<file path="config.mk">
export PLATFORM = sky130hd
export DESIGN_NAME = ssc_selftest_detect
export DESIGN_NICKNAME = d
export VERILOG_FILES = /design/src/ssc_pkg.sv /design/src/ssc_pulse_timer.sv /design/src/ssc_window_cmp.sv /design/src/ssc_selftest_detect.sv
export SDC_FILE = /design/constraint.sdc
export NUM_CORES = 1
export LEC_CHECK = 0
export ABC_AREA = 1
export CORE_AREA = 2 2 168 170
export DETAILED_ROUTE_END_ITERATION = 16
export DIE_AREA = 0 0 170 172
export DONT_BUFFER_PORTS = 1
export PLACE_DENSITY_LB_ADDON = 0.12
export RECOVER_POWER = 50
export SETUP_SLACK_MARGIN = 0.15
export SLEW_MARGIN = 40
export SYNTH_ARGS = -nofsm -noshare
export SYNTH_HDL_FRONTEND = slang
export SYNTH_SLANG_ARGS = --single-unit
</file>
<file path="constraint.sdc">
create_clock -name pclk -period 8.1 [get_ports pclk]
set_input_delay 1.215 -clock pclk [delete_from_list [all_inputs] [get_ports pclk]]
set_output_delay 1.215 -clock pclk [all_outputs]
set_load 0.01 [all_outputs]
</file>
<file path="src/ssc_pkg.sv">
/*
 * Shared constants and carriers for the self-test change detector block.
 * Assumes a 250 MHz APB clock and 8-bit registers, one per aligned word.
 */
`default_nettype none
package ssc_pkg;
	// Register indices; byte address is four times the index
	localparam logic [7:0] IDX_X_LO    = 8'h04;
	localparam logic [7:0] IDX_X_HI    = 8'h05;
	localparam logic [7:0] IDX_Y_LO    = 8'h06;
	localparam logic [7:0] IDX_Y_HI    = 8'h07;
	localparam logic [7:0] IDX_Z_LO    = 8'h08;
	localparam logic [7:0] IDX_Z_HI    = 8'h09;
	localparam logic [7:0] IDX_MAIN    = 8'h15;
	localparam logic [7:0] IDX_FOURTH  = 8'h18;
	localparam logic [7:0] IDX_IRQ_EN  = 8'h20;
	localparam logic [7:0] IDX_ROUTE   = 8'h21;
	localparam logic [7:0] IDX_AXIS    = 8'h2f;
	localparam logic [7:0] IDX_MODE    = 8'h30;
	localparam logic [7:0] IDX_LTH_LO  = 8'h33;
	localparam logic [7:0] IDX_LTH_HI  = 8'h34;
	localparam logic [7:0] IDX_UTH_LO  = 8'h35;
	localparam logic [7:0] IDX_UTH_HI  = 8'h36;
	localparam logic [7:0] IDX_RATE    = 8'h38;
	localparam logic [7:0] REG_RESET   = 8'h00;
	// Main configuration fields
	localparam int MAIN_ACTIVE  = 0;
	localparam int MAIN_FSR_LO  = 1;
	localparam int MAIN_POL     = 5;
	localparam int MAIN_AXIS_LO = 6;
	localparam logic [1:0] AXIS_OFF = 2'b00;
	localparam logic [1:0] AXIS_X   = 2'b01;
	localparam logic [1:0] AXIS_Y   = 2'b10;
	localparam logic [1:0] AXIS_Z   = 2'b11;
	localparam logic [1:0] FSR_16G  = 2'b11;
	// Other fields
	localparam int FOURTH_PULSE = 0;
	localparam int IRQ_DATA_READY_EVENT     = 7;
	localparam int IRQ_OUTSIDE  = 5;
	localparam int ROUTE_DATA_READY_EVENT   = 0;
	localparam int ROUTE_OUT    = 2;
	localparam int AXIS_X_EN    = 7;
	localparam int AXIS_Y_EN    = 6;
	localparam int AXIS_Z_EN    = 5;
	localparam int MODE_ON      = 7;
	localparam int MODE_REF_LO  = 5;
	localparam int MODE_DBC     = 4;
	localparam logic [1:0] REF_ABSOLUTE = 2'b11;
	// Data-ready pulse width
	localparam int unsigned CLK_MHZ        = 250;
	localparam int unsigned DATA_READY_EVENT_PULSE_US  = 32;
	localparam int unsigned DATA_READY_EVENT_PULSE_CYC = DATA_READY_EVENT_PULSE_US * CLK_MHZ;
	localparam int unsigned PULSE_CNT_W    = 16;

	typedef struct packed {
		logic signed [15:0] x;
		logic signed [15:0] y;
		logic signed [15:0] z;
	} ssc_sample_s;

	typedef struct packed {
		logic [2:0] axis_on;
		logic       negative;
		logic [1:0] range;
		logic       active;
	} ssc_stim_s;
endpackage
`default_nettype wire

</file>
<file path="src/ssc_pulse_timer.sv">
/*
 * One-shot timer that holds busy for a fixed count of clocks.
 * Assumes start and kill are single-clock synchronous strobes.
 */
`default_nettype none
module ssc_pulse_timer #(
	parameter int unsigned CYCLES = ssc_pkg::DATA_READY_EVENT_PULSE_CYC
) (
	// Clock and reset
	input  wire logic pclk,
	input  wire logic presetn,
	// Control
	input  wire logic start,
	input  wire logic kill,
	// Status
	output logic      busy
);
	import ssc_pkg::*;
	logic [PULSE_CNT_W-1:0] count;
	wire                    last = (count == PULSE_CNT_W'(CYCLES - 1));

	always_ff @(posedge pclk or negedge presetn) begin
		if (!presetn) begin
			busy  <= 1'b0;
			count <= '0;
		end else if (start) begin
			busy  <= 1'b1;
			count <= '0;
		end else if (kill) begin
			busy  <= 1'b0;
			count <= '0;
		end else if (busy) begin
			busy  <= !last;
			count <= count + 1'b1;
		end
	end
endmodule
`default_nettype wire

</file>
<file path="src/ssc_window_cmp.sv">
/*
 * Signed window comparator for one axis of the change detector.
 * Assumes lower and upper are given in the same counts as the value.
 */
`default_nettype none
module ssc_window_cmp (
	// Operands
	input  wire logic signed [15:0] value,
	input  wire logic signed [15:0] lower,
	input  wire logic signed [15:0] upper,
	// Result
	output logic                    outside
);
	assign outside = (value < lower) || (value > upper);
endmodule
`default_nettype wire

</file>
<file path="src/ssc_selftest_detect.sv">
/*
 * Accelerometer register block with self-test stimulus control, data-ready
 * signalling and the outside-thresholds change detector, behind APB.
 * Assumes raw samples arrive synchronous to pclk with a one-cycle valid.
 */
`default_nettype none
// What this block does
// - Data-ready enable drives line one by default; line two also selectable.
// - In pulse mode data-ready drops alone 32 us after rising.
// - Axis select 01 drives X, 10 Y, 11 Z; 00 disables stimulus.
// - Polarity zero gives positive stimulus, one gives negative.
// - Range field 11 selects the 16 g range.
// - X, Y, Z data sit at 04h/05h, 06h/07h, 08h/09h.
// - Lower threshold at 33h/34h, upper at 35h/36h, low byte first.
// - Enable with reference mode 11 is absolute; debounce mode bit stored.
// - Motion event can come only from the second sample after activation.
// - Enable bit 7 is data-ready, bit 5 outside; both reset disabled.
module ssc_selftest_detect #(
	parameter int unsigned PULSE_CYC = ssc_pkg::DATA_READY_EVENT_PULSE_CYC
) (
	// Clock and reset
	input  wire logic                pclk,
	input  wire logic                presetn,
	// APB slave
	input  wire logic                psel,
	input  wire logic                penable,
	input  wire logic                pwrite,
	input  wire logic [7:0]          paddr,
	input  wire logic [31:0]         pwdata,
	output logic                     pready,
	output logic [31:0]              prdata,
	output logic                     pslverr,
	// Sensor front end
	input  wire ssc_pkg::ssc_sample_s raw,
	input  wire logic                raw_valid,
	output ssc_pkg::ssc_stim_s       stim,
	// Interrupt lines
	output logic                     int_line_one,
	output logic                     int_line_two
);
	import ssc_pkg::*;

	function automatic logic signed [15:0] word16(input logic [7:0] hi, input logic [7:0] lo);
		word16 = {hi, lo};
	endfunction

	// Register storage
	logic [7:0]         main_cfg, fourth_cfg, irq_en, route_cfg, axis_cfg, mode_cfg;
	logic [7:0]         lth_lo, lth_hi, uth_lo, uth_hi, rate_cfg;
	logic signed [15:0] data_x, data_y, data_z;

	// Bus decode
	wire [7:0] idx      = {2'b00, paddr[7:2]};
	wire       setup    = psel && !penable;
	wire       access   = psel && penable;
	wire       hit_main = (idx == IDX_MAIN);
	wire       hit_data = (idx >= IDX_X_LO) && (idx <= IDX_Z_HI);
	wire       hit_rw   = hit_main || (idx == IDX_FOURTH) || (idx == IDX_IRQ_EN)
		|| (idx == IDX_ROUTE) || (idx == IDX_AXIS) || (idx == IDX_MODE)
		|| ((idx >= IDX_LTH_LO) && (idx <= IDX_UTH_HI)) || (idx == IDX_RATE);
	wire       mapped   = hit_rw || hit_data;
	wire       wr       = access && pwrite && hit_rw;
	wire       wr_main  = wr && hit_main;
	wire       rd_data  = access && !pwrite && hit_data;
	logic [7:0] rd_mux;

	assign pready  = 1'b1;
	assign pslverr = access && !mapped;

	always_comb begin
		case (idx)
			IDX_X_LO:   rd_mux = data_x[7:0];
			IDX_X_HI:   rd_mux = data_x[15:8];
			IDX_Y_LO:   rd_mux = data_y[7:0];
			IDX_Y_HI:   rd_mux = data_y[15:8];
			IDX_Z_LO:   rd_mux = data_z[7:0];
			IDX_Z_HI:   rd_mux = data_z[15:8];
			IDX_MAIN:   rd_mux = main_cfg;
			IDX_FOURTH: rd_mux = fourth_cfg;
			IDX_IRQ_EN: rd_mux = irq_en;
			IDX_ROUTE:  rd_mux = route_cfg;
			IDX_AXIS:   rd_mux = axis_cfg;
			IDX_MODE:   rd_mux = mode_cfg;
			IDX_LTH_LO: rd_mux = lth_lo;
			IDX_LTH_HI: rd_mux = lth_hi;
			IDX_UTH_LO: rd_mux = uth_lo;
			IDX_UTH_HI: rd_mux = uth_hi;
			IDX_RATE:   rd_mux = rate_cfg;
			default:    rd_mux = 8'h00;
		endcase
	end

	// Read data is captured in the setup cycle
	always_ff @(posedge pclk or negedge presetn) begin
		if (!presetn)
			prdata <= 32'h0000_0000;
		else if (setup)
			prdata <= {24'h00_0000, rd_mux};
	end

	// Register writes
	always_ff @(posedge pclk or negedge presetn) begin
		if (!presetn) begin
			main_cfg   <= REG_RESET;
			fourth_cfg <= REG_RESET;
			irq_en     <= REG_RESET;
			route_cfg  <= REG_RESET;
			axis_cfg   <= REG_RESET;
			mode_cfg   <= REG_RESET;
			lth_lo     <= REG_RESET;
			lth_hi     <= REG_RESET;
			uth_lo     <= REG_RESET;
			uth_hi     <= REG_RESET;
			rate_cfg   <= REG_RESET;
		end else if (wr) begin
			case (idx)
				IDX_MAIN:   main_cfg   <= pwdata[7:0];
				IDX_FOURTH: fourth_cfg <= pwdata[7:0];
				IDX_IRQ_EN: irq_en     <= pwdata[7:0];
				IDX_ROUTE:  route_cfg  <= pwdata[7:0];
				IDX_AXIS:   axis_cfg   <= pwdata[7:0];
				IDX_MODE:   mode_cfg   <= pwdata[7:0];
				IDX_LTH_LO: lth_lo     <= pwdata[7:0];
				IDX_LTH_HI: lth_hi     <= pwdata[7:0];
				IDX_UTH_LO: uth_lo     <= pwdata[7:0];
				IDX_UTH_HI: uth_hi     <= pwdata[7:0];
				IDX_RATE:   rate_cfg   <= pwdata[7:0];
				default:    rate_cfg   <= rate_cfg;
			endcase
		end
	end

	// Stimulus and range
	wire       active     = main_cfg[MAIN_ACTIVE];
	wire [1:0] axis_sel   = main_cfg[MAIN_AXIS_LO +: 2];
	wire       st_on      = (axis_sel != AXIS_OFF);
	wire [2:0] next_axis  = (axis_sel == AXIS_X) ? 3'b001 :
		(axis_sel == AXIS_Y) ? 3'b010 : (axis_sel == AXIS_Z) ? 3'b100 : 3'b000;

	always_ff @(posedge pclk or negedge presetn) begin
		if (!presetn) begin
			stim <= '0;
		end else begin
			stim.axis_on  <= next_axis;
			stim.negative <= st_on && main_cfg[MAIN_POL];
			stim.range    <= main_cfg[MAIN_FSR_LO +: 2];
			stim.active   <= active;
		end
	end

	// Output sampling with self-test decimation
	logic       active_d;
	logic [7:0] dec_cnt;
	logic [1:0] samp_cnt;
	logic       new_sample;
	wire        act_rise = active && !active_d;
	wire        dec_hit  = !st_on || (dec_cnt >= rate_cfg);
	wire        take     = active && !act_rise && raw_valid && dec_hit;
	wire        settled  = (samp_cnt != 2'd0);

	always_ff @(posedge pclk or negedge presetn) begin
		if (!presetn) begin
			active_d   <= 1'b0;
			dec_cnt    <= 8'h00;
			samp_cnt   <= 2'd0;
			new_sample <= 1'b0;
			data_x     <= '0;
			data_y     <= '0;
			data_z     <= '0;
		end else begin
			active_d   <= active;
			new_sample <= take;
			if (act_rise) begin
				dec_cnt  <= 8'h00;
				samp_cnt <= 2'd0;
			end else if (active && raw_valid) begin
				dec_cnt <= dec_hit ? 8'h00 : dec_cnt + 8'h01;
				if (take && samp_cnt != 2'd3)
					samp_cnt <= samp_cnt + 2'd1;
			end
			if (take) begin
				data_x <= raw.x;
				data_y <= raw.y;
				data_z <= raw.z;
			end
		end
	end

	// Data-ready: pulse or sticky level
	logic data_ready_event_lvl;
	logic data_ready_event_pulse;
	wire  pulse_opt = fourth_cfg[FOURTH_PULSE];
	wire  data_ready_event_out  = pulse_opt ? data_ready_event_pulse : data_ready_event_lvl;

	ssc_pulse_timer #(
		.CYCLES (PULSE_CYC)
	) u_data_ready_event_timer (
		.pclk    (pclk),
		.presetn (presetn),
		.start   (new_sample && pulse_opt),
		.kill    (wr_main),
		.busy    (data_ready_event_pulse)
	);

	always_ff @(posedge pclk or negedge presetn) begin
		if (!presetn)
			data_ready_event_lvl <= 1'b0;
		else if (new_sample && !pulse_opt)
			data_ready_event_lvl <= 1'b1;
		else if (rd_data || wr_main || pulse_opt)
			data_ready_event_lvl <= 1'b0;
	end

	// Change detector
	wire signed [15:0] lower    = word16(lth_hi, lth_lo);
	wire signed [15:0] upper    = word16(uth_hi, uth_lo);
	wire               abs_mode = (mode_cfg[MODE_REF_LO +: 2] == REF_ABSOLUTE);
	wire        [2:0]  ax_en    = {axis_cfg[AXIS_Z_EN], axis_cfg[AXIS_Y_EN],
		axis_cfg[AXIS_X_EN]};
	wire signed [15:0] cur [3];
	wire signed [15:0] prev [3];
	wire        [2:0]  out_axis;
	logic              mot_lvl;

	assign cur[0]  = raw.x;
	assign cur[1]  = raw.y;
	assign cur[2]  = raw.z;
	assign prev[0] = data_x;
	assign prev[1] = data_y;
	assign prev[2] = data_z;

	for (genvar a = 0; a < 3; a++) begin : g_axis
		ssc_window_cmp u_cmp (
			.value   (abs_mode ? cur[a] : 16'(cur[a] - prev[a])),
			.lower   (lower),
			.upper   (upper),
			.outside (out_axis[a])
		);
	end

	wire det_on   = mode_cfg[MODE_ON] && active;
	wire mot_hit  = take && settled && det_on && |(out_axis & ax_en);

	always_ff @(posedge pclk or negedge presetn) begin
		if (!presetn)
			mot_lvl <= 1'b0;
		else if (mot_hit)
			mot_lvl <= 1'b1;
		else if (wr_main)
			mot_lvl <= 1'b0;
	end

	// Interrupt routing
	wire data_ready_event_irq = data_ready_event_out && irq_en[IRQ_DATA_READY_EVENT];
	wire ot_irq   = mot_lvl && irq_en[IRQ_OUTSIDE];

	always_ff @(posedge pclk or negedge presetn) begin
		if (!presetn) begin
			int_line_one <= 1'b0;
			int_line_two <= 1'b0;
		end else begin
			int_line_one <= (data_ready_event_irq && !route_cfg[ROUTE_DATA_READY_EVENT])
				|| (ot_irq && !route_cfg[ROUTE_OUT]);
			int_line_two <= (data_ready_event_irq && route_cfg[ROUTE_DATA_READY_EVENT])
				|| (ot_irq && route_cfg[ROUTE_OUT]);
		end
	end

	// Checks
	logic [PULSE_CNT_W-1:0] pulse_len;
	always_ff @(posedge pclk or negedge presetn) begin
		if (!presetn)
			pulse_len <= '0;
		else
			pulse_len <= data_ready_event_pulse ? pulse_len + 1'b1 : '0;
	end

	pulse_width_a: assert property (@(posedge pclk) disable iff (!presetn)
		data_ready_event_pulse |-> pulse_len < PULSE_CNT_W'(PULSE_CYC))
		else $error("data-ready pulse too long");
	pulse_full_a: assert property (@(posedge pclk) disable iff (!presetn)
		$rose(data_ready_event_pulse) && !wr_main ##1 !wr_main [*2] |-> data_ready_event_pulse)
		else $error("data-ready pulse ended early");
	axis_map_a: assert property (@(posedge pclk) disable iff (!presetn)
		(axis_sel == AXIS_Y) |=> stim.axis_on == 3'b010 || $past(wr_main))
		else $error("stimulus axis wrong");
	polarity_map_a: assert property (@(posedge pclk) disable iff (!presetn)
		(axis_sel == AXIS_OFF) |=> !stim.negative || $past(wr_main))
		else $error("stimulus without axis");
	range_map_a: assert property (@(posedge pclk) disable iff (!presetn)
		$past(main_cfg[MAIN_FSR_LO +: 2]) == FSR_16G |-> stim.range == FSR_16G)
		else $error("range not forwarded");
	data_read_a: assert property (@(posedge pclk) disable iff (!presetn)
		setup && idx == IDX_Y_HI && !take |=> prdata[7:0] == data_y[15:8])
		else $error("y high byte read wrong");
	first_sample_a: assert property (@(posedge pclk) disable iff (!presetn)
		take && samp_cnt == 2'd0 && !mot_lvl |=> !mot_lvl)
		else $error("motion on first sample");
	irq_off_a: assert property (@(posedge pclk) disable iff (!presetn)
		$past(irq_en[IRQ_DATA_READY_EVENT]) == 1'b0 && $past(irq_en[IRQ_OUTSIDE]) == 1'b0
		|-> !int_line_one && !int_line_two)
		else $error("interrupt while disabled");
	line_one_a: assert property (@(posedge pclk) disable iff (!presetn)
		data_ready_event_irq && route_cfg == 8'h00 |=> int_line_one)
		else $error("data-ready missing on line one");
	window_a: assert property (@(posedge pclk) disable iff (!presetn)
		$rose(mot_lvl) |-> $past(det_on) && $past(|(out_axis & ax_en)))
		else $error("motion without outside sample");

	pulse_seen_c: cover property (@(posedge pclk) disable iff (!presetn)
		$fell(data_ready_event_pulse) && !$past(wr_main));
	motion_seen_c: cover property (@(posedge pclk) disable iff (!presetn)
		$rose(mot_lvl) && stim.negative);
	line_two_c: cover property (@(posedge pclk) disable iff (!presetn)
		$rose(int_line_two));
endmodule
`default_nettype wire

</file>
### After elaboration in Yosys (flattened, before gate mapping)

Cells that the tools add are included.

| cells by class | value |
|---|---|
| $add $sub $neg | 6 |
| $lt $le $gt $ge | 11 |
| eq/ne operators | 23 |
| multiplexer cells | 24 |
| bitwise gates (word level) | 1 |
| reductions and logical operators | 75 |

Operator list:

| operator | number |
|---|---|
| $pmux 8 s17 | 1 |
| $mux 16 | 6 |
| $eq 6x6->1 const B | 9 |
| $gt 16x16->1 | 3 |
| $lt 16x16->1 | 3 |
| $sub 16x16->16 | 3 |
| $logic_and 1x1->1 | 29 |
| $eq 6x3->1 const B | 4 |
| $mux 8 | 3 |
| $reduce_and 2->1 | 12 |
| $add 16x1->16 const B | 1 |
| $eq 16x13->1 const B | 1 |
| $logic_or 1x1->1 | 16 |
| $eq 6x4->1 const B | 2 |
| $eq 6x5->1 const B | 2 |
| $reduce_bool 2->1 | 6 |
| $logic_not 1->1 | 10 |
| $mux 3 | 3 |
| $add 8x1->8 const B | 1 |
| $ge 8x8->1 | 1 |
| $mux 1 | 8 |
| $eq 2x2->1 const B | 3 |
| $ge 6x3->1 const B | 1 |
| $ge 6x6->1 const B | 1 |
| 9 further kinds | 11 |

| word-level totals | value |
|---|---|
| register bits | 183 |
| output and inout port bits | 43 |

### Logic depth before layout (Yosys ltp)

Gate-level depths: netlist of the first run.

| logic depth | value |
|---|---|
| depth in word-level cells | 14 |
| depth in mapped cells | 26 |

### By module

A second synthesis of the first run with hierarchy kept.

| unflattened totals | value |
|---|---|
| cells, all modules | 2221 |
| area total of the unflattened synthesis | 15343.5 µm² |

By module, submodules not included:

| module | times used | cells an instance | area each (µm²) | seq. area each (µm²) |
|---|---|---|---|---|
| ssc_selftest_detect | 1 | 1649 | 11745.0 | 4154.0 |
| ssc_window_cmp | 3 | 147 | 868.3 | 0.0 |
| ssc_pulse_timer | 1 | 131 | 993.5 | 425.4 |

### Worst setup path after synthesis of the first run

OpenSTA, ideal clock, no wires.

| timing path | value |
|---|---|
| path kind | input -> register |
| start | input port raw[16] in the netlist's numbering |
| end | register mot_lvl |
| library setup time | 117 ps |
| data arrival time | 4124 ps |
| required time | 7983 ps |
| path slack | 3860 ps |
| stages | 24 |
| cells stage by stage | inv_1 ha_1 fa_1 nand3b_1 nand2_1 a21oi_1 o21ai_0 a21boi_0 o21ai_0 a21oi_1 o21ai_0 o21ai_0 ha_1 nand4_1 nor3b_1 nand2_1 nand2_1 nand2_1 nand3_1 nand3_1 nand2_1 nand3_1 nand2_1 nand2_1 |

| between the ends | value |
|---|---|
| word-level cells in the longest chain between the ends | 8 |

RTL lines:

| what | RTL line | RTL |
|---|---|---|
| start, declared | ssc_selftest_detect.sv:34 | `input wire ssc_pkg::ssc_sample_s raw,` |
| $sub 16x16->16 | ssc_selftest_detect.sv:234 | `.value (abs_mode ? cur[a] : 16'(cur[a] - prev[a])),` |
| $mux 16 (*) | ssc_selftest_detect.sv:234 |  |
| $lt 16x16->1 or $gt 16x16->1 (tied branches) | ssc_window_cmp.sv:14 | `assign outside = (value < lower) \|\| (value > upper);` |
| $logic_or 1x1->1 (*) | ssc_window_cmp.sv:14 |  |
| $and 3x3->3 (*) | ssc_selftest_detect.sv:242 | `wire mot_hit = take && settled && det_on && \|(out_axis & ax_en);` |
| $reduce_or 3->1 (*) | ssc_selftest_detect.sv:242 |  |
| $logic_and 1x1->1 (*) | ssc_selftest_detect.sv:242 |  |
| $mux 1 or $reduce_bool 2->1 (tied branches) | -- |  |
| end signal, assigned | ssc_selftest_detect.sv:246 | `mot_lvl <= 1'b0;` |
| end signal, assigned | ssc_selftest_detect.sv:248 | `mot_lvl <= 1'b1;` |
| end signal, assigned | ssc_selftest_detect.sv:250 | `mot_lvl <= 1'b0;` |
| end, declared | ssc_selftest_detect.sv:223 | `logic mot_lvl;` |

Mark *: on every way between the ends. The rest lies on a longest branch, timed or not.
A chain may end at the register's enable or synchronous reset.

### Worst setup path in the final report of the first run

| timing path | value |
|---|---|
| start | input port raw[32] in the netlist's numbering |
| end | register mot_lvl |

The elaborated chain is that of the path after synthesis.

==> results of run 1 <==
## cell type report
| type | count | area (µm²) | share of cell area [%] |
|---|---|---|---|
| clock buffer | 21 | 460 | 3.24 |
| timing repair buffer | 3 | 22.5 | 0.159 |
| inverter | 268 | 1010 | 7.11 |
| multi-input combinational | 1311 | 7610 | 53.6 |
| clock inverter | 10 | 75.1 | 0.529 |
| tap | 346 | 433 | 3.05 |
| sequential | 183 | 4580 | 32.3 |
## state kept, by name (all words and copies together) (netlist names), 16 cells and up
register and flops:
data_x 16, data_y 16, data_z 16, u_data_ready_event_timer.count 16
## path summary, 6_finish.rpt
path,slack (ns),cells past startpoint,to,start
max,3.24,22,mot_lvl,raw[32]
min,0.42,0,stim[1],main_cfg[1]
max reg2reg,3.52,24,mot_lvl,data_x[2]
min reg2reg,0.42,0,stim[1],main_cfg[1]
max in group asynchronous,7.06,0,data_x[11],presetn
min in group asynchronous,0.47,0,data_x[12],presetn
## cells in the mapped netlist, drive strengths merged
master	n
a211oi	7
a21boi	3
a21o	5
a21oi	110
a221oi	19
a31o	1
a31oi	4
a32o	1
and2	3
buf	40
clkbuf	20
clkinv	3
conb	2
dfrtp	183
fa	3
ha	150
inv	265
nand2	420
nand3	67
nand3b	5
nand4	26
nor2	94
nor3	28
nor3b	2
nor4	5
o2111a	1
o2111ai	5
o211ai	4
o21a	15
o21ai	224
o21bai	2
o221ai	3
o22ai	20
o31ai	5
or2	13
xnor2	8
xor2	33
## per-stage QoR
| stage | instances | hold slack [ns] | cell area [µm²] | utilization (%) |
|---|---|---|---|---|
| final | 2142 | 0.422 | 14200 | 51.6 |
| after global routing | 2142 | 0.439 | 14200 | 51.6 |
| after global placement | 2111 | 0.422 | 13600 | 49.7 |
| after CTS | 2142 | 0.430 | 14200 | 51.6 |
| after floorplan | 1822 | 0.374 | 13500 | - |
| after detailed placement | 2111 | 0.411 | 13700 | 49.7 |
## critical path: cells and delay by family
family | cells | cell delay [ns]
and+or+nand+nor | 13 | 1.44
AOI/OAI and AO/OA | 4 | 1.26
adders and majority gates | 3 | 1.05
xor gates and xnor gates | 1 | 0.17
buffers and inverters | 1 | 0.03
## logic make-up after synthesis
logic type | synth area share [%]
simple gates | 20.8
xor+xnor | 2.67
fa+ha+maj | 14.4
buf+inv | 10.2
flops | 34.0
compound gates | 17.9
other cells | 0.0558
## power groups by stage
stage	logic, mW	registers (mW)	clock network [mW]
global placement	0.312	0.993	0
CTS	0.325	0.976	0.808
global route	0.382	0.981	0.845
detailed placement	0.324	0.993	0
finish	0.330	0.976	0.793
floorplan	0.259	0.986	0
## layer usage
metal	vias to the layer above	global-route usage, %	part of all wire (%)	wire length, µm
met3	58	5.75	8.1	3340
met2	450	43.7	43	17700
met5	-	0	0	0
met1	5646	41.8	46	19100
met4	0	9.25	2.8	1170
li1	5915	-	-	-
==> impl_metrics.py, run 1 <==
metrics = {
    "setup_path": {
        "end_kind": "flop",
        "crit_top_cell": "nand2_1",
        "worstPathArrival_ns": 5.19,
        "crit_type": "input port to flop",
        "cp_slowest_cell": "o31ai_2",
        "cpPeakStageDelay_ns": 0.68,
        "worst_setup_path_start_kind": "input port",
        "crit_path_cell_trace": "inv_1, ha_1, fa_1, o31ai_2, a21oi_1, nor2_1, nor2_1, o21ai_0, xor2_1, a21oi_1, ha_1, nand4_1, nor3_1, nand2_1, nand3_1, nand2_1, nand2_1, nand3_1, nand2_1, nand3_1, nand2_1, nand2_1",
        "cp_max_fo": 4,
        "crit_required_ns": 8.43,
    },
    "synth": {
        "seq_area_frac_synth_pct": 34.0,
        "synth.ff_latch_count": 183,
        "synth_area_leaders": "dfrtp_1 (34%), ha_1 (14%), nand2_1 (12%)",
        "netlist_instances": 1799,
        "yosysUniqueCellTypes": 45,
        "synth_area_per_cell_um2": 7.48,
        "synth_top_area_share_pct": 34.0,
        "syn_area_um2": 13500,
        "yosys.area.top_type": "dfrtp_1",
        "ys_warn_count": 0,
    },
    "clock_network": {
        "clk_pin_slew_ns": 0.06,
        "htreeDepth": 4,
        "clockRootBuffer": "clkbuf_16",
        "clockBufferDepth": 2,
        "tritoncts": "yes",
        "postCtsResizedCells": 0,
        "clock_sinks": 183,
        "post_cts_buffers": 0,
        "clock_latency_ns": 0.45,
        "cts-buffers-inserted": 17,
        "cts_hold_buffers": 0,
    },
    "floorplanning": {
        "die_area_um2": 29200,
        "die_w_um": 170,
        "ios": 137,
        "rows": 61,
        "die_y_um": 172,
        "initial_core_util_pct": 49.0,
        "coreArea_um2": 27500,
    },
    "power": {
        "p_seq_share_pct": 46.5,
        "power_frac_comb_pct": 15.7,
        "switching_power_mw": 0.620,
        "internal-power_mw": 1.48,
        "clockPowerShare_pct": 37.8,
        "leakage_nw": 7.13,
        "sw_frac_of_total_pct": 29.6,
        "pwr_density_cell_nw_per_um2": 148,
        "ir_drop_mv": 0.146,
        "totalPowerFinal_mw": 2.10,
    },
    "global_routing": {
        "grt_pass1_wl_um": 63700,
        "track_usage_pct": 29.0,
        "grt_overflow_total": 0,
        "grt_pass1_vias": 11200,
        "grt_max_degree": 184,
        "antenna_found_initial": 0,
    },
    "place": {
        "dp_slack_ns": 2.92,
        "io_buffers": 0,
        "hpwl_um": 31700,
        "gp_congestion": 0.931,
    },
    "min_path": {
        "min_path_type": "flop to flop",
    },
    "sta": {
        "fin_setup_tns_ns": 0,
        "slew_viol_final": 0,
        "setup_violations": 0,
        "period_share_pct": 60.0,
        "setup_slack_ns": 3.24,
        "timing.fmax_ghz": 0.206,
        "hold_viol": 0,
        "worst_slew_pin_slew_ns": 0.743,
        "relSlewSlack_pct": 50.5,
        "finClkSkew_ns": 0.0171,
        "rsz0062_at_grt": "false",
        "final.min_clock_period_ns": 4.86,
    },
    "finish": {
        "fillers": 2686,
        "syn2layout_area_growth_pct": 5.41,
        "nets": 2031,
        "final_cell_mix": "nand2_1 (414), inv_1 (262), o21ai_0 (222)",
        "final_common_cell": "nand2_1",
        "drive_above_1_share_pct": 3.73,
        "n_antenna_cell": 0,
    },
    "flow_run": {
        "maxCapViolCount": 0,
    },
    "detailed_routing": {
        "wire_per_inst_um": 19.3,
        "drtIter0Drc": 1192,
        "route.detailed.drc": 0,
        "viasPerCell": 5.63,
        "num_vias": 12100,
        "wirelength_um": 41300,
        "antenna_left": 0,
        "drtPass1Iterations": 6,
    },
    "run_status": {
        "status": "complete, no violations",
    },
}
No activity file was read; power rests on OpenSTA's default activity.
==> run 2: changes to the inputs <==
clock period = 3.9 ns   (was 8.1 ns; I/O delays follow)
==> impl_metrics.py, run 2 (synthesis gave the netlist of run 1 again) <==
metrics = {
    "detailed_routing": {
        "antenna_left": 0,
        "wirelength_um": 42700,
        "wire_per_inst_um": 19.6,
        "num_vias": 12200,
        "drtIter0Drc": 1154,
        "route.detailed.drc": 0,
        "viasPerCell": 5.60,
        "drtPass1Iterations": 5,
    },
    "clock_network": {
        "cts-buffers-inserted": 17,
        "htreeDepth": 4,
        "clockBufferDepth": 2,
        "clockRootBuffer": "clkbuf_16",
        "tritoncts": "yes",
        "clk_pin_slew_ns": 0.08,
        "clock_latency_ns": 0.46,
        "clock_sinks": 183,
        "post_cts_buffers": 0,
    },
    "sta": {
        "hold_viol": 183,
        "fin_hold_ws_ns": -0.188,
        "finClkSkew_ns": 0.0137,
        "final.min_clock_period_ns": 3.63,
        "timing.fmax_ghz": 0.275,
        "slew_viol_final": 0,
        "relSlewSlack_pct": 53.9,
        "rsz0062_at_grt": "true",
        "setup_violations": 0,
        "setup_slack_ns": 0.268,
        "worst_slew_pin_slew_ns": 0.684,
        "fin_setup_tns_ns": 0,
        "period_share_pct": 93.1,
    },
    "place": {
        "dpl_cell_area_um2": 13900,
        "io_buffers": 0,
        "dp_slack_ns": -0.257,
        "hpwl_um": 32700,
        "dp_cells": 2145,
        "gp_congestion": 0.935,
    },
    "run_status": {
        "violations": "negative hold slack",
        "status": "finished, violations left",
    },
    "finish": {
        "n_antenna_cell": 0,
        "syn2layout_area_growth_pct": 8.91,
        "post-route-util_pct": 53.4,
        "register_area_um2": 4580,
        "final_cell_mix": "nand2_1 (413), inv_1 (262), o21ai_0 (209)",
        "final_common_cell": "nand2_1",
        "stdcell_count": 2176,
        "drive_above_1_share_pct": 6.78,
        "final_area_um2": 14700,
        "multiInputGateArea_um2": 7710,
        "fillers": 2708,
        "nets": 2065,
    },
    "floorplanning": {
        "coreArea_um2": 27500,
        "rows": 61,
        "ios": 137,
        "initial_core_util_pct": 49.0,
        "die_area_um2": 29200,
        "die_w_um": 170,
        "die_y_um": 172,
    },
    "setup_path": {
        "r2r_end": "mot_lvl",
        "worst_setup_path_start_kind": "flop",
        "crit_top_cell": "nand2_1",
        "crit_path_cell_trace": "ha_4, fa_2, o31ai_2, buf_4, a21oi_2, nor2_1, nor2_1, o21ai_1, xor2_1, a21oi_2, ha_1, nand4_1, nor3_2, nand2_1, nand3_1, nand2_1, nand2_1, nand3_2, nand2_1, nand3_1, nand2_1, nand2_1",
        "rrSetupSlack_ns": 0.27,
        "cp_slowest_cell": "dfrtp_1",
        "crit_type": "flop to flop",
        "cp_max_fo": 2,
        "worstPathArrival_ns": 3.98,
        "crit_required_ns": 4.25,
        "cpPeakStageDelay_ns": 0.41,
        "end_kind": "flop",
        "reg2regPathDepth": 22,
        "rr_startpoint": "data_x[0]",
    },
    "flow_run": {
        "maxCapViolCount": 0,
    },
    "global_routing": {
        "use_met1_pct": 42.7,
        "grt_max_degree": 184,
        "top_usage_layer": "met2",
        "grt_pass1_wl_um": 65500,
        "grt_overflow_total": 0,
        "met3_usage_pct": 6.94,
        "antenna_found_initial": 0,
        "track_usage_pct": 30.1,
        "grt_pass1_vias": 11300,
        "grt_use_met2_pct": 45.4,
    },
    "min_path": {
        "min_path_type": "input port to async pin",
    },
    "power": {
        "totalPowerFinal_mw": 4.73,
        "pwr_density_cell_nw_per_um2": 323,
        "ir_drop_mv": 0.279,
        "leakage_nw": 7.37,
    },
}
[run 2: cell count changes in the layout (fill, tap and decap cells not counted), sizes merged]
cell / previous run / this run
buf: 3 / 37
clkinv: 10 / 4
bufinv: 0 / 5
clkbuf: 21 / 18
inv: 267 / 270
clkinvlp: 1 / 2
[run 2: worst max-delay path, delay by kind of cell, from the launching register on]
kind | cells | cell delay (ns)
AND/OR/NAND/NOR | 13 | 1.24
XOR/XNOR | 1 | 0.21
flip-flops | 1 | 0.41
buffers and inverters | 1 | 0.19
adder cells (fa/ha/maj) | 3 | 0.90
AO/OA/AOI/OAI | 4 | 0.55
[run 2: cell type report]
cell class | instances | area share [%]
Sequential cell | 183 | 31.2
Tap cell | 346 | 2.95
Timing Repair Buffer | 37 | 1.98
Clock buffer | 18 | 2.93
Clock inverter | 13 | 1.48
Inverter | 268 | 6.88
Multi-Input combinational cell | 1311 | 52.6
[run 2: how the worst max path moves through the flow]
| stage | end | start | slack (ns) |
|---|---|---|---|
| floorplan | mot_lvl | raw[16] | 0.29 |
| CTS | mot_lvl | data_x[0] | 0.16 |
| global placement | mot_lvl | raw[16] | -0.17 |
| global route | mot_lvl | data_x[0] | 0.03 |
| finish | mot_lvl | data_x[0] | 0.27 |
| detailed placement | mot_lvl | raw[16] | -0.26 |
[run 2: power by group]
part / internal (mW) / leakage (nW) / switching [mW]
Combinational: 0.272 / 4.78 / 0.441
Sequential: 1.97 / 2.27 / 0.0604
Clock: 1.15 / 0.309 / 0.846
Total: 3.38 / 7.37 / 1.35
[run 2: per-layer routing]
| layer | wire length [µm] | vias to the layer above |
|---|---|---|
| met5 | 0 | - |
| met2 | 18300 | 397 |
| met3 | 3350 | 60 |
| met1 | 19900 | 5728 |
| met4 | 1120 | 0 |
| li1 | - | 5994 |
[run 2: what timing repair did]
item | in CTS | in global routing
endpoints found under the setup margin | 1 | 1
hold endpoints to repair | 183 | 183
pin swaps | 1 | 6
resized for setup | 10 | 31
